## config.mk

```make
export PLATFORM = sky130hd
export DESIGN_NAME = mdscmd_top
export DESIGN_NICKNAME = d
export VERILOG_FILES = /design/src/mdscmd_pkg.sv /design/src/mdscmd_top.sv
export SDC_FILE = /design/constraint.sdc
export NUM_CORES = 1
export LEC_CHECK = 0
export BUFFER_PORTS_ARGS = -buffer_cell sky130_fd_sc_hd__buf_2
export CAP_MARGIN = 20
export CORE_ASPECT_RATIO = 1.5
export CORE_UTILIZATION = 35
export DETAILED_ROUTE_END_ITERATION = 10
export MAX_ROUTING_LAYER = met4
export PLACE_DENSITY = 0.56
export SLEW_MARGIN = 40
export SYNTH_ARGS = -nofsm -noshare
export SYNTH_HDL_FRONTEND = slang
export SYNTH_SLANG_ARGS = --single-unit
```

## constraint.sdc

```tcl
create_clock -name clk_sys -period 6.3 [get_ports clk_sys]
set_input_delay 1.26 -clock clk_sys [delete_from_list [all_inputs] [get_ports clk_sys]]
set_output_delay 1.26 -clock clk_sys [all_outputs]
set_load 0.02 [all_outputs]
```

## src/mdscmd_pkg.sv

```systemverilog
// constants and types of the motion module settings command interpreter

package mdscmd_pkg;

	// ****************************************
	// command bytes
	// ****************************************
	localparam logic [7:0] CMD_WR_ACT  = 8'h44;
	localparam logic [7:0] CMD_RD_ACT  = 8'h64;
	localparam logic [7:0] CMD_WR_HYP  = 8'h45;
	localparam logic [7:0] CMD_RD_HYP  = 8'h65;
	localparam logic [7:0] CMD_WR_FREQ = 8'h46;
	localparam logic [7:0] CMD_RD_FREQ = 8'h66;
	localparam logic [7:0] CMD_WR_LVL  = 8'h47;
	localparam logic [7:0] CMD_RD_LVL  = 8'h67;
	localparam logic [7:0] CMD_WR_SUSP = 8'h48;
	localparam logic [7:0] CMD_RD_SUSP = 8'h68;
	localparam logic [7:0] CMD_RD_REV  = 8'h69;
	localparam logic [7:0] CMD_WR_MODE = 8'h4b;
	localparam logic [7:0] CMD_RD_MODE = 8'h6b;

	// ****************************************
	// argument and answer characters
	// ****************************************
	localparam logic [7:0] CH_Y    = 8'h59;
	localparam logic [7:0] CH_N    = 8'h4e;
	localparam logic [7:0] CH_L    = 8'h4c;
	localparam logic [7:0] CH_H    = 8'h48;
	localparam logic [7:0] CH_A    = 8'h41;
	localparam logic [7:0] CH_D    = 8'h44;
	localparam logic [7:0] CH_ZERO = 8'h30;
	localparam logic [7:0] CH_NINE = 8'h39;

	// ****************************************
	// values after reset
	// ****************************************
	localparam logic [7:0] ACT_TIME_RST  = 8'h00;
	localparam logic       HYPER_EN_RST  = 1'b0;
	localparam logic [1:0] HYPER_LVL_RST = 2'h1;
	localparam logic       FREQ_HIGH_RST = 1'b0;
	localparam logic       SUSPEND_RST   = 1'b0;
	localparam logic       ASCII_RST     = 1'b0;

	// ****************************************
	// value ranges and timing
	// ****************************************
	localparam logic [7:0]  ACT_NEVER_A  = 8'h00;
	localparam logic [7:0]  ACT_NEVER_B  = 8'h80;
	localparam logic [13:0] SEC_PER_MIN  = 14'h003c;
	localparam logic [9:0]  ARG_MAX      = 10'h0ff;
	localparam logic [9:0]  LVL_MAX      = 10'h003;
	localparam logic [1:0]  ASCII_LAST   = 2'h2;
	localparam int          CLK_PERIOD_NS = 50;
	localparam int          SECOND_NS     = 1000000000;
	localparam int          CYCLES_PER_SEC_DEF = SECOND_NS / CLK_PERIOD_NS;

	// ****************************************
	// apb register map
	// ****************************************
	localparam logic [7:0] ADDR_SETTINGS = 8'h00;
	localparam logic [7:0] ADDR_OVERRIDE = 8'h04;
	localparam logic [7:0] ADDR_REVISION = 8'h08;
	localparam int SET_ACT_LSB   = 0;
	localparam int SET_HYP_BIT   = 8;
	localparam int SET_LVL_LSB   = 9;
	localparam int SET_FREQ_BIT  = 11;
	localparam int SET_SUSP_BIT  = 12;
	localparam int SET_ASCII_BIT = 13;
	localparam int OVR_ACT_BIT   = 16;
	localparam int REV_ENG_LSB   = 8;

	// ****************************************
	// types
	// ****************************************
	typedef enum logic [1:0] {ST_IDLE, ST_ARG, ST_SEND} mdscmd_fsm_t;

	typedef struct packed {
		logic        psel;
		logic        penable;
		logic        pwrite;
		logic [7:0]  paddr;
		logic [31:0] pwdata;
	} mdscmd_apb_req_t;

	typedef struct packed {
		logic [31:0] prdata;
		logic        pready;
		logic        pslverr;
	} mdscmd_apb_rsp_t;

	typedef struct packed {
		logic [7:0] act_time;
		logic       hyper_en;
		logic [1:0] hyper_lvl;
		logic       freq_high;
		logic       suspend;
		logic       ascii;
	} mdscmd_settings_t;

	typedef struct packed {
		mdscmd_fsm_t      fsm;
		mdscmd_settings_t set;
		logic [7:0]       cmd;
		logic [9:0]       arg_acc;
		logic [1:0]       arg_cnt;
		logic             arg_bad;
		logic [7:0]       resp_v0;
		logic [7:0]       resp_v1;
		logic             resp_two;
		logic             resp_chr;
		logic             resp_ascii;
		logic [2:0]       byte_idx;
		logic             tx_valid;
		logic [7:0]       tx_data;
		logic [31:0]      prescale;
		logic [13:0]      remain_s;
		logic             md_out;
		logic [1:0]       eff_lvl;
		mdscmd_apb_rsp_t  rsp;
	} mdscmd_state_t;

endpackage

```

## src/mdscmd_top.sv

```systemverilog
// settings command interpreter with activation timer and apb status port
`timescale 1ns/100ps
`default_nettype none

module mdscmd_top import mdscmd_pkg::*; #(
	parameter int         CYCLES_PER_SEC = CYCLES_PER_SEC_DEF,
	parameter logic [7:0] APP_REV        = 8'h01, // arbitrary value
	parameter logic [7:0] ENGINE_REV     = 8'h01  // arbitrary value
) (
	// clock and reset
	input  wire logic            clk_sys,
	input  wire logic            arst_n,
	// apb slave
	input  wire mdscmd_apb_req_t apb_req,
	output var  mdscmd_apb_rsp_t apb_rsp,
	// received command bytes from the serial framer
	input  wire logic [7:0]      rx_data,
	input  wire logic            rx_valid,
	// answer bytes to the serial framer
	output logic [7:0]           tx_data,
	output logic                 tx_valid,
	input  wire logic            tx_ready,
	// detection engine
	input  wire logic            motion_event,
	output logic [1:0]           hyper_level_eff,
	output logic                 freq_high,
	output logic                 detect_suspend,
	// motion output, active high
	output logic                 motion_indicator_output
);

	// ****************************************
	// elaboration checks
	// ****************************************
	if (CYCLES_PER_SEC < 2) begin : g_chk
		$error("CYCLES_PER_SEC must be at least 2");
	end

	localparam logic [31:0] PRESCALE_LAST = 32'(CYCLES_PER_SEC - 1);

	// ****************************************
	// helpers
	// ****************************************
	function automatic logic [13:0] act_secs(input logic [7:0] v);
		logic [13:0] s;
		s = 14'h0000;
		if (v == ACT_NEVER_A || v == ACT_NEVER_B) begin
			s = 14'h0000;
		end else if (!v[7]) begin
			s = {6'h00, v};
		end else begin
			s = 14'({7'h00, v[6:0]} * SEC_PER_MIN);
		end
		return s;
	endfunction

	// one answer byte from up to two latched values
	function automatic logic [7:0] resp_byte(
		input logic [7:0] v0,
		input logic [7:0] v1,
		input logic       chr,
		input logic       asc,
		input logic [2:0] idx
	);
		logic [7:0] v;
		logic [7:0] d;
		logic [2:0] pos;
		v   = (idx < 3'h3) ? v0 : v1;
		pos = (idx < 3'h3) ? idx : 3'(idx - 3'h3);
		d   = 8'h00;
		if (chr) begin
			return v0;
		end
		if (!asc) begin
			return (idx == 3'h0) ? v0 : v1;
		end
		case (pos)
			3'h0:    d = v / 8'h64;
			3'h1:    d = (v / 8'h0a) % 8'h0a;
			default: d = v % 8'h0a;
		endcase
		return 8'(CH_ZERO + d);
	endfunction

	function automatic logic [2:0] resp_last(
		input logic chr,
		input logic asc,
		input logic two
	);
		if (chr) begin
			return 3'h0;
		end
		if (asc) begin
			return two ? 3'h5 : 3'h2;
		end
		return two ? 3'h1 : 3'h0;
	endfunction

	// ****************************************
	// state
	// ****************************************
	mdscmd_state_t st;
	mdscmd_state_t next_st;

	logic is_digit;
	assign is_digit = (rx_data >= CH_ZERO) && (rx_data <= CH_NINE);

	// ****************************************
	// next state
	// ****************************************
	always_comb begin
		logic       numeric;
		logic [9:0] acc;
		logic       bad;
		logic       commit;
		logic [7:0] cv;
		logic       apb_acc;
		logic [13:0] ovr_s;
		numeric = 1'b0;
		acc     = 10'h000;
		bad     = 1'b0;
		commit  = 1'b0;
		cv      = 8'h00;
		apb_acc = 1'b0;
		ovr_s   = 14'h0000;
		next_st = st;

		// command parser
		case (st.fsm)
			ST_IDLE: begin
				if (rx_valid) begin
					next_st.cmd      = rx_data;
					next_st.arg_acc  = 10'h000;
					next_st.arg_cnt  = 2'h0;
					next_st.arg_bad  = 1'b0;
					next_st.resp_v1  = ENGINE_REV;
					next_st.resp_two = 1'b0;
					next_st.resp_chr = 1'b1;
					next_st.resp_ascii = st.set.ascii;
					next_st.byte_idx = 3'h0;
					next_st.fsm      = ST_SEND;
					case (rx_data)
						CMD_WR_ACT, CMD_WR_HYP, CMD_WR_FREQ,
						CMD_WR_LVL, CMD_WR_SUSP, CMD_WR_MODE: begin
							next_st.fsm = ST_ARG;
						end
						CMD_RD_ACT: begin
							next_st.resp_v0  = st.set.act_time;
							next_st.resp_chr = 1'b0;
						end
						CMD_RD_HYP: begin
							next_st.resp_v0 = st.set.hyper_en ? CH_Y : CH_N;
						end
						CMD_RD_FREQ: begin
							next_st.resp_v0 = st.set.freq_high ? CH_H : CH_L;
						end
						CMD_RD_LVL: begin
							next_st.resp_v0  = {6'h00, st.set.hyper_lvl};
							next_st.resp_chr = 1'b0;
						end
						CMD_RD_SUSP: begin
							next_st.resp_v0 = st.set.suspend ? CH_Y : CH_N;
						end
						CMD_RD_REV: begin
							next_st.resp_v0  = APP_REV;
							next_st.resp_two = 1'b1;
							next_st.resp_chr = 1'b0;
						end
						CMD_RD_MODE: begin
							next_st.resp_v0 = st.set.ascii ? CH_A : CH_D;
						end
						default: begin
							next_st.fsm = ST_IDLE;
						end
					endcase
					if (next_st.fsm == ST_SEND) begin
						next_st.tx_valid = 1'b1;
						next_st.tx_data  = resp_byte(next_st.resp_v0, next_st.resp_v1,
							next_st.resp_chr, st.set.ascii, 3'h0);
					end
				end
			end
			ST_ARG: begin
				numeric = (st.cmd == CMD_WR_ACT) || (st.cmd == CMD_WR_LVL);
				if (rx_valid) begin
					if (numeric && st.set.ascii) begin
						// three digits, leading zeros; anything else spoils it
						bad = st.arg_bad || !is_digit;
						acc = 10'(st.arg_acc * 10'h00a + {6'h00, rx_data[3:0]});
						next_st.arg_acc = acc;
						next_st.arg_bad = bad;
						next_st.arg_cnt = 2'(st.arg_cnt + 2'h1);
						if (st.arg_cnt == ASCII_LAST) begin
							commit = !bad && (acc <= ARG_MAX);
							cv     = acc[7:0];
							next_st.fsm = ST_IDLE;
						end
					end else begin
						commit = 1'b1;
						cv     = rx_data;
						acc    = {2'h0, rx_data};
						next_st.fsm = ST_IDLE;
					end
				end
				if (commit) begin
					case (st.cmd)
						CMD_WR_ACT: begin
							next_st.set.act_time = cv;
						end
						CMD_WR_LVL: begin
							if (acc <= LVL_MAX) begin
								next_st.set.hyper_lvl = cv[1:0];
							end
						end
						CMD_WR_HYP: begin
							if (cv == CH_Y || cv == CH_N) begin
								next_st.set.hyper_en = (cv == CH_Y);
							end
						end
						CMD_WR_FREQ: begin
							if (cv == CH_H || cv == CH_L) begin
								next_st.set.freq_high = (cv == CH_H);
							end
						end
						CMD_WR_SUSP: begin
							if (cv == CH_Y || cv == CH_N) begin
								next_st.set.suspend = (cv == CH_Y);
							end
						end
						CMD_WR_MODE: begin
							if (cv == CH_A || cv == CH_D) begin
								next_st.set.ascii = (cv == CH_A);
							end
						end
						default: begin
							next_st.set = st.set;
						end
					endcase
				end
			end
			ST_SEND: begin
				// bytes arriving while answering are dropped, there is no buffer
				if (tx_ready) begin
					if (st.byte_idx == resp_last(st.resp_chr, st.resp_ascii, st.resp_two)) begin
						next_st.tx_valid = 1'b0;
						next_st.fsm      = ST_IDLE;
					end else begin
						next_st.byte_idx = 3'(st.byte_idx + 3'h1);
						next_st.tx_data  = resp_byte(st.resp_v0, st.resp_v1, st.resp_chr,
							st.resp_ascii, 3'(st.byte_idx + 3'h1));
					end
				end
			end
			default: begin
				next_st.fsm = ST_IDLE;
			end
		endcase

		// ****************************************
		// activation timer
		// ****************************************
		if (st.remain_s != 14'h0000) begin
			if (st.prescale == PRESCALE_LAST) begin
				next_st.prescale = 32'h00000000;
				next_st.remain_s = 14'(st.remain_s - 14'h0001);
			end else begin
				next_st.prescale = 32'(st.prescale + 32'h00000001);
			end
		end else begin
			next_st.prescale = 32'h00000000;
		end
		// motion restarts the hold, also over a manual one
		if (motion_event && !st.set.suspend && act_secs(st.set.act_time) != 14'h0000) begin
			next_st.remain_s = act_secs(st.set.act_time);
			next_st.prescale = 32'h00000000;
		end

		// ****************************************
		// apb slave, one wait state
		// ****************************************
		apb_acc = apb_req.psel && apb_req.penable;
		// answer stands one cycle only; a stale error must not linger past pready
		next_st.rsp.pready  = apb_acc && !st.rsp.pready;
		next_st.rsp.prdata  = 32'h00000000;
		next_st.rsp.pslverr = 1'b0;
		if (apb_acc && !st.rsp.pready) begin
			if (apb_req.paddr == ADDR_SETTINGS) begin
				next_st.rsp.prdata[SET_ACT_LSB +: 8]   = st.set.act_time;
				next_st.rsp.prdata[SET_HYP_BIT]        = st.set.hyper_en;
				next_st.rsp.prdata[SET_LVL_LSB +: 2]   = st.set.hyper_lvl;
				next_st.rsp.prdata[SET_FREQ_BIT]       = st.set.freq_high;
				next_st.rsp.prdata[SET_SUSP_BIT]       = st.set.suspend;
				next_st.rsp.prdata[SET_ASCII_BIT]      = st.set.ascii;
			end else if (apb_req.paddr == ADDR_OVERRIDE) begin
				next_st.rsp.prdata[13:0]        = st.remain_s;
				next_st.rsp.prdata[OVR_ACT_BIT] = st.md_out;
			end else if (apb_req.paddr == ADDR_REVISION) begin
				next_st.rsp.prdata[7:0]                = APP_REV;
				next_st.rsp.prdata[REV_ENG_LSB +: 8]   = ENGINE_REV;
			end else begin
				next_st.rsp.pslverr = 1'b1;
			end
		end
		// write takes effect on the completing edge; works even while suspended
		if (apb_acc && st.rsp.pready && apb_req.pwrite && apb_req.paddr == ADDR_OVERRIDE) begin
			ovr_s = act_secs(apb_req.pwdata[7:0]);
			next_st.remain_s = ovr_s;
			next_st.prescale = 32'h00000000;
		end

		next_st.md_out  = (next_st.remain_s != 14'h0000);
		// level 0 or mode off both give no extra sensitivity
		next_st.eff_lvl = next_st.set.hyper_en ? next_st.set.hyper_lvl : 2'h0;
	end

	// ****************************************
	// registers
	// ****************************************
	always_ff @(posedge clk_sys or negedge arst_n) begin
		if (!arst_n) begin
			st                <= '0;
			st.fsm            <= ST_IDLE;
			st.set.act_time   <= ACT_TIME_RST;
			st.set.hyper_en   <= HYPER_EN_RST;
			st.set.hyper_lvl  <= HYPER_LVL_RST;
			st.set.freq_high  <= FREQ_HIGH_RST;
			st.set.suspend    <= SUSPEND_RST;
			st.set.ascii      <= ASCII_RST;
			st.eff_lvl        <= 2'h0;
		end else begin
			st <= next_st;
		end
	end

	// ****************************************
	// outputs
	// ****************************************
	assign apb_rsp                 = st.rsp;
	assign tx_data                 = st.tx_data;
	assign tx_valid                = st.tx_valid;
	assign hyper_level_eff         = st.eff_lvl;
	assign freq_high               = st.set.freq_high;
	assign detect_suspend          = st.set.suspend;
	assign motion_indicator_output = st.md_out;

endmodule

`default_nettype wire

```

==> impl_metrics.tcl, run 1 <==
set metrics [dict create \
    synthToLayoutAreaGrowth_pct 10.8 \
    post_drt_wl_per_cell_um 16.6 \
    dp_cells 1673 \
    cts_max_level 4 \
    drt_wl_total_mm 28.3 \
    grt_max_degree 66 \
    route.detailed.drc 0 \
    gp_congestion 0.888 \
    max_freq_ghz 0.172 \
    ios 104 \
    ir_drop_v 0.000171 \
    yosysWarnings 0 \
    nNetsFinal 1440 \
    cp.arrival_ns 6.18 \
    row_count 78 \
    cp_common_cell "ha_1" \
    core-area_sq_um 30200 \
    yosysMostFrequentCell "nand2_1" \
    crit_path_end_kind "flop" \
    grt_pass1_vias 9371 \
    p_per_area_nw_per_um2 219 \
    diodes 0 \
    synth_top_cell_by_area "dfrtp_1" \
    status "completed" \
    synth_seq_area_share 0.294 \
    fin_cells 1706 \
    postLayoutCoreUtil 0.394 \
    postSynth.asyncResetShare 1.00 \
    synth.top_cell.area_share 0.292 \
    port_buffers 62 \
    cts_hold_buf 0 \
    nFillCells 3108 \
    maxSlewHeadroom 0.458 \
    cap_violations 0 \
    synth.area.top_cells "dfrtp_1 (29%), ha_1 (7.8%), nand2_1 (4.8%), nor2_1 (4.5%), fa_1 (4.5%)" \
    power_leakage_nw 5.24 \
    die_area_sq_um 31400 \
    track_usage 0.193 \
    period_minus_slack_ns 5.82 \
    path_clk_slew_ns 0.06 \
    r2r_setup_slack_ns 0.48 \
    vias_per_cell 5.38 \
    worstPathRequired_ns 6.66 \
    grt_pass1_wl_mm 47.1 \
    postRouteAntennaNets 0 \
    seq_area_sq_um 3150 \
    drive_above_1_share 0.131 \
    max_stage_delay_ns 0.57 \
    final_cell_area_sq_um 11900 \
    whs_ns 0.480 \
    syn-cell-area_sq_um 10700 \
    multi_input_area_sq_um 6870 \
    clock-sinks 126 \
    grt_overflow_total 0 \
    cts_tree "done" \
    worst_skew_pair.late_latency_ns 0.44 \
    setup_viol 0 \
    dp_hpwl_mm 21.9 \
    finClkSkew_ns 0.0114 \
    synth_edf_count 0 \
    drt_iter0_drc 431 \
    path_class "flop to flop" \
    slew_violations 0 \
    first_pass_iters 5 \
    die_x_um 145 \
    num_vias 9178 \
    initial_core_util 0.356 \
    period_share 0.923 \
    synthCells 1265 \
    tightest_slew_ns 0.814 \
    crit_fanout 7 \
    placed_cell_area_sq_um 11200 \
    ys_types 93 \
    cts_max_path_buffers 2 \
    hp-class "flop to flop" \
    critPathLaunchType "flop" \
    synth_common_cells "nand2_1 (136), nor2_1 (129), dfrtp_1 (125), o21ai_0 (78)" \
    cts-root-buf "clkbuf_16" \
    avgSynthCellArea_sq_um 8.48 \
    cts_buffers 17 \
    hold_violations 0 \
    synth_flop_cell "dfrtp_1" \
    crit_slowest_cell "or4b_1" \
    antenna_found_initial 0 \
    fp.dieH_um 216 \
    ys_seq_elements 126 \
]
[worst paths after layout]
check / from / depth (start not counted) / end
max: st[92] / 28 / tx_data[5]
min: st[133] / 2 / st[133]
max reg2reg: st[92] / 28 / tx_data[5]
min reg2reg: st[133] / 2 / st[133]
max in group asynchronous: arst_n / 2 / st[95]
min in group asynchronous: arst_n / 1 / apb_rsp[0]
[cell families (layout without fill, tap and decap cells)]
| kind of cell | Yosys count | after routing | synth area share |
|---|---|---|---|
| other | 1 | 17 | 0.000350 |
| flip-flops | 126 | 126 | 0.294 |
| AO/OA/AOI/OAI | 290 | 290 | 0.190 |
| buffers and inverters | 165 | 190 | 0.0774 |
| XOR/XNOR | 78 | 78 | 0.0650 |
| AND/OR/NAND/NOR | 478 | 478 | 0.215 |
| adder cells (fa/ha/maj) | 92 | 92 | 0.124 |
| multiplexers | 35 | 35 | 0.0343 |
[layer usage]
metal | track usage | wire length [um]
met5 | - | 0
met4 | 0.0943 | 1000
met2 | 0.345 | 14900
met3 | 0.0236 | 932
met1 | 0.210 | 11500
[registers in the layout (all words and copies together), names as in the netlist]
name                     cells
tx_data                      8
st                          95
tx_valid                     1
detect_suspend               1
motion_indicator_output      1
freq_high                    1
apb_rsp                     17
hyper_level_eff              2
[cell type report]
| cell class | instances | area share |
|---|---|---|
| flip-flops and latches | 126 | 0.266 |
| well taps | 400 | 0.0421 |
| clock buffers | 18 | 0.0361 |
| clock inverters | 14 | 0.0125 |
| repair buffers | 87 | 0.0428 |
| multi-input cells | 990 | 0.578 |
| inverters | 71 | 0.0224 |
[where the power goes]
group	leakage [nW]	internal (W)	switching [W]
clock network	0.276	0.000555	0.000411
registers	1.65	0.000854	0.0000514
logic	3.32	0.000291	0.000442
total	5.24	0.00170	0.000904
[cells in the final DEF, fill, tap and decap left out, types with 19 or more instances in the layout]
master   instances
a21oi_1         57
buf_2           61
buf_4           24
dfrtp_1        125
fa_1            24
ha_1            66
inv_1           67
mux2i_1         27
nand2_1        136
nand3_1         53
nor2_1         129
nor3_1          28
nor4_1          19
o21ai_0         78
xnor2_1         46
xor2_1          30
[per-stage QoR]
| stage | power (W) | setup TNS, ns | setup WS (ns) |
|---|---|---|---|
| 6_report | 0.00260 | 0 | 0.483 |
| 2_1_floorplan | 0.00147 | 0 | 0.743 |
| 4_1_cts | 0.00262 | 0 | 0.261 |
| 3_3_place_gp | 0.00164 | 0 | 0.380 |
| 3_5_place_dp | 0.00164 | 0 | 0.288 |
| 5_1_grt | 0.00275 | -0.00279 | -0.00279 |
[critical path: cells and delay by family, from the launching register on]
family / cells / cell delay (ns)
AOI/OAI and AO/OA: 11 / 1.89
DFF: 1 / 0.44
buffers and inverters: 3 / 0.34
and+or+nand+nor: 6 / 1.26
adders and majority gates: 6 / 1.38
xor gates and xnor gates: 2 / 0.42
[what timing repair did]
item                                    4_1_cts  5_1_grt
resized for setup                             0        7
hold endpoints to repair                      0        0
endpoints found under the setup margin        0        2
buffers inserted                              0        1
Power figures use the tool's default switching activity.
==> run 2, diff against run 1 <==
Settings changed: ABC_AREA from default to 1, CORE_MARGIN from default to 10.
==> run 2 against run 1 <==
Net effect: fmax grew 4.4%; final cell count grew 11%; global-route usage shrank 3.7 points; critical path depth grew 14; combinational power grew to 4.0 times the previous value; synthesized cell count grew 15%; setup slack gained 0.25 ns; die area grew 21%; clock power grew 15%; clock-buffer cell count is the same; critical endpoint unchanged; highest routed layer unchanged.
==> impl_metrics.tcl, run 2 <==
set metrics [dict create \
    slew_violations 0 \
    cts_hold_buf 0 \
    clock-sinks 126 \
    crit_path_end_kind "flop" \
    largest_register_ff_count 95 \
    route.detailed.drc 0 \
    hold_violations 0 \
    dp_hpwl_mm 22.7 \
    yosysWarnings 0 \
    syn-cell-area_sq_um 10600 \
    die_area_sq_um 37900 \
    cp.arrival_ns 5.94 \
    avgSynthCellArea_sq_um 7.33 \
    path_clk_slew_ns 0.06 \
    gr-usage-met3 0.0263 \
    drive_above_1_share 0.121 \
    worstPathRequired_ns 6.67 \
    cap_violations 0 \
    drt_iter0_drc 549 \
    rsz0062_at_grt "no" \
    period_minus_slack_ns 5.57 \
    postSynth.asyncResetShare 1.00 \
    synth_edf_count 0 \
    core-area_sq_um 30100 \
    crit_end "tx_data[5]" \
    finalSetupTns_ns 0 \
    r2r-start "st[92]" \
    setup_viol 0 \
    postRouteAntennaNets 0 \
    yosysMostFrequentCell "nand2_1" \
    critPathLaunchType "flop" \
    vias_per_cell 4.92 \
    synthCells 1449 \
    cts_resized 0 \
    path_class "flop to flop" \
    grt_pass1_wl_mm 46.7 \
    initial_core_util 0.353 \
    nNetsFinal 1636 \
    post_drt_wl_per_cell_um 14.8 \
    maxSlewHeadroom 0.512 \
    dp_cells 1870 \
    cts_tree "done" \
    max_freq_ghz 0.180 \
    ios 104 \
    grt_max_degree 70 \
    final_cell_area_sq_um 11800 \
    fin_cells 1902 \
    finClkSkew_ns 0.0111 \
    crit_slowest_cell "dfrtp_1" \
    regMostFlops "st" \
    grt_overflow_total 0 \
    cp_common_cell "nand2_1" \
    antenna_found_initial 0 \
    synth_seq_area_share 0.297 \
    worstReg2RegEnd "tx_data[5]" \
    ys_seq_elements 126 \
    gp_congestion 0.877 \
    final_cell_mix "nand2_1 (290), inv_1 (219), nor2_1 (146), dfrtp_1 (125), o21ai_0 (95)" \
    met1_usage 0.174 \
    hp-class "flop to flop" \
    synth.top_cell.area_share 0.294 \
    layout_commonest_cell "nand2_1" \
    placed_cell_area_sq_um 11100 \
    crit_fanout 9 \
    fp.dieH_um 233 \
    grt_pass1_vias 9410 \
    synth_flop_cell "dfrtp_1" \
    top_usage_layer "met2" \
    drt_wl_total_mm 28.2 \
    post_cts_buffers 0 \
    ys_types 62 \
    synth.area.top_cells "dfrtp_1 (29%), nand2_1 (10%), ha_1 (7.9%), inv_1 (7.7%), nor2_1 (5.2%)" \
    startpoint "st[92]" \
    synth_top_cell_by_area "dfrtp_1" \
    max_stage_delay_ns 0.44 \
    gr-usage-met2 0.270 \
    cts_max_level 4 \
    r2r_setup_slack_ns 0.73 \
    ir_drop_v 0.000412 \
    tightest_slew_ns 0.724 \
    period_share 0.884 \
    diodes 0 \
    num_vias 9356 \
    row_count 78 \
    status "completed" \
    die_x_um 162 \
    worst_skew_pair.late_latency_ns 0.44 \
    track_usage 0.156 \
    port_buffers 62 \
    power_leakage_nw 5.72 \
    synth_common_cells "nand2_1 (291), inv_1 (219), nor2_1 (148), dfrtp_1 (125), o21ai_0 (95)" \
    p_per_area_nw_per_um2 429 \
    cts_buffers 17 \
    r2r_cells 42 \
    cts_max_path_buffers 2 \
    synthToLayoutAreaGrowth_pct 11.2 \
    first_pass_iters 7 \
    cts-root-buf "clkbuf_16" \
]
[run 2: logic make-up (layout without fill, tap and decap cells)]
group                      count (synthesis)  count (layout)  share of synthesized area
and+or+nand+nor                          650             650                      0.286
buffers and inverters                    297             334                      0.121
AOI/OAI and AO/OA                        239             239                      0.134
DFF                                      126             126                      0.297
adders and majority gates                 91              91                      0.124
xor gates and xnor gates                  44              44                     0.0363
other                                      1              17                   0.000353
muxes                                      1               1                   0.000942
[run 2: layout make-up]
cell class,count,area [sq um]
clock buffers,18,439
clock inverters,14,228
fillers,3223,18200
inverters,236,886
multi-input cells,1042,6250
flip-flops and latches,126,3150
well taps,400,500
repair buffers,66,350
[run 2: report_power, final]
part / internal, W / total (W) / leakage [nW] / switching [W]
Sequential: 0.000911 / 0.000990 / 1.62 / 0.0000785
Combinational: 0.00102 / 0.00297 / 3.78 / 0.00195
Clock: 0.000720 / 0.00111 / 0.323 / 0.000394
Total: 0.00265 / 0.00507 / 5.72 / 0.00242
[run 2: metal layers]
layer | routed length (um) | vias up
li1 | - | 4758
met1 | 12100 | 4349
met2 | 14300 | 192
met3 | 924 | 57
met4 | 844 | 0
met5 | 0 | -
[run 2: stage by stage]
stage | hold WS [ns] | utilization | total power, W | setup slack (ns)
after floorplan | 0.425 | - | 0.00344 | 1.46
after global placement | 0.452 | 0.370 | 0.00391 | 0.791
after detailed placement | 0.454 | 0.371 | 0.00397 | 0.738
after CTS | 0.462 | 0.393 | 0.00511 | 0.713
after global routing | 0.494 | 0.393 | 0.00561 | 0.135
final | 0.458 | 0.393 | 0.00507 | 0.730
[run 2: worst min-delay path by stage]
stage / startpoint / endpoint / slack, ns / depth (start not counted)
after floorplan: st[51] / st[51] / 0.43 / 1
after global placement: st[51] / st[51] / 0.45 / 1
after detailed placement: st[51] / st[51] / 0.45 / 1
after CTS: st[51] / st[51] / 0.46 / 1
after global routing: st[51] / st[51] / 0.49 / 1
final: st[51] / st[51] / 0.46 / 1
[run 2: critical path: cells and delay by family, from the launching register on]
family                   cells  cell delay, ns
flip-flops                   1            0.44
AO/OA/AOI/OAI                3            0.42
AND/OR/NAND/NOR             25            2.38
adder cells (fa/ha/maj)      6            1.44
buffers and inverters        8            0.81
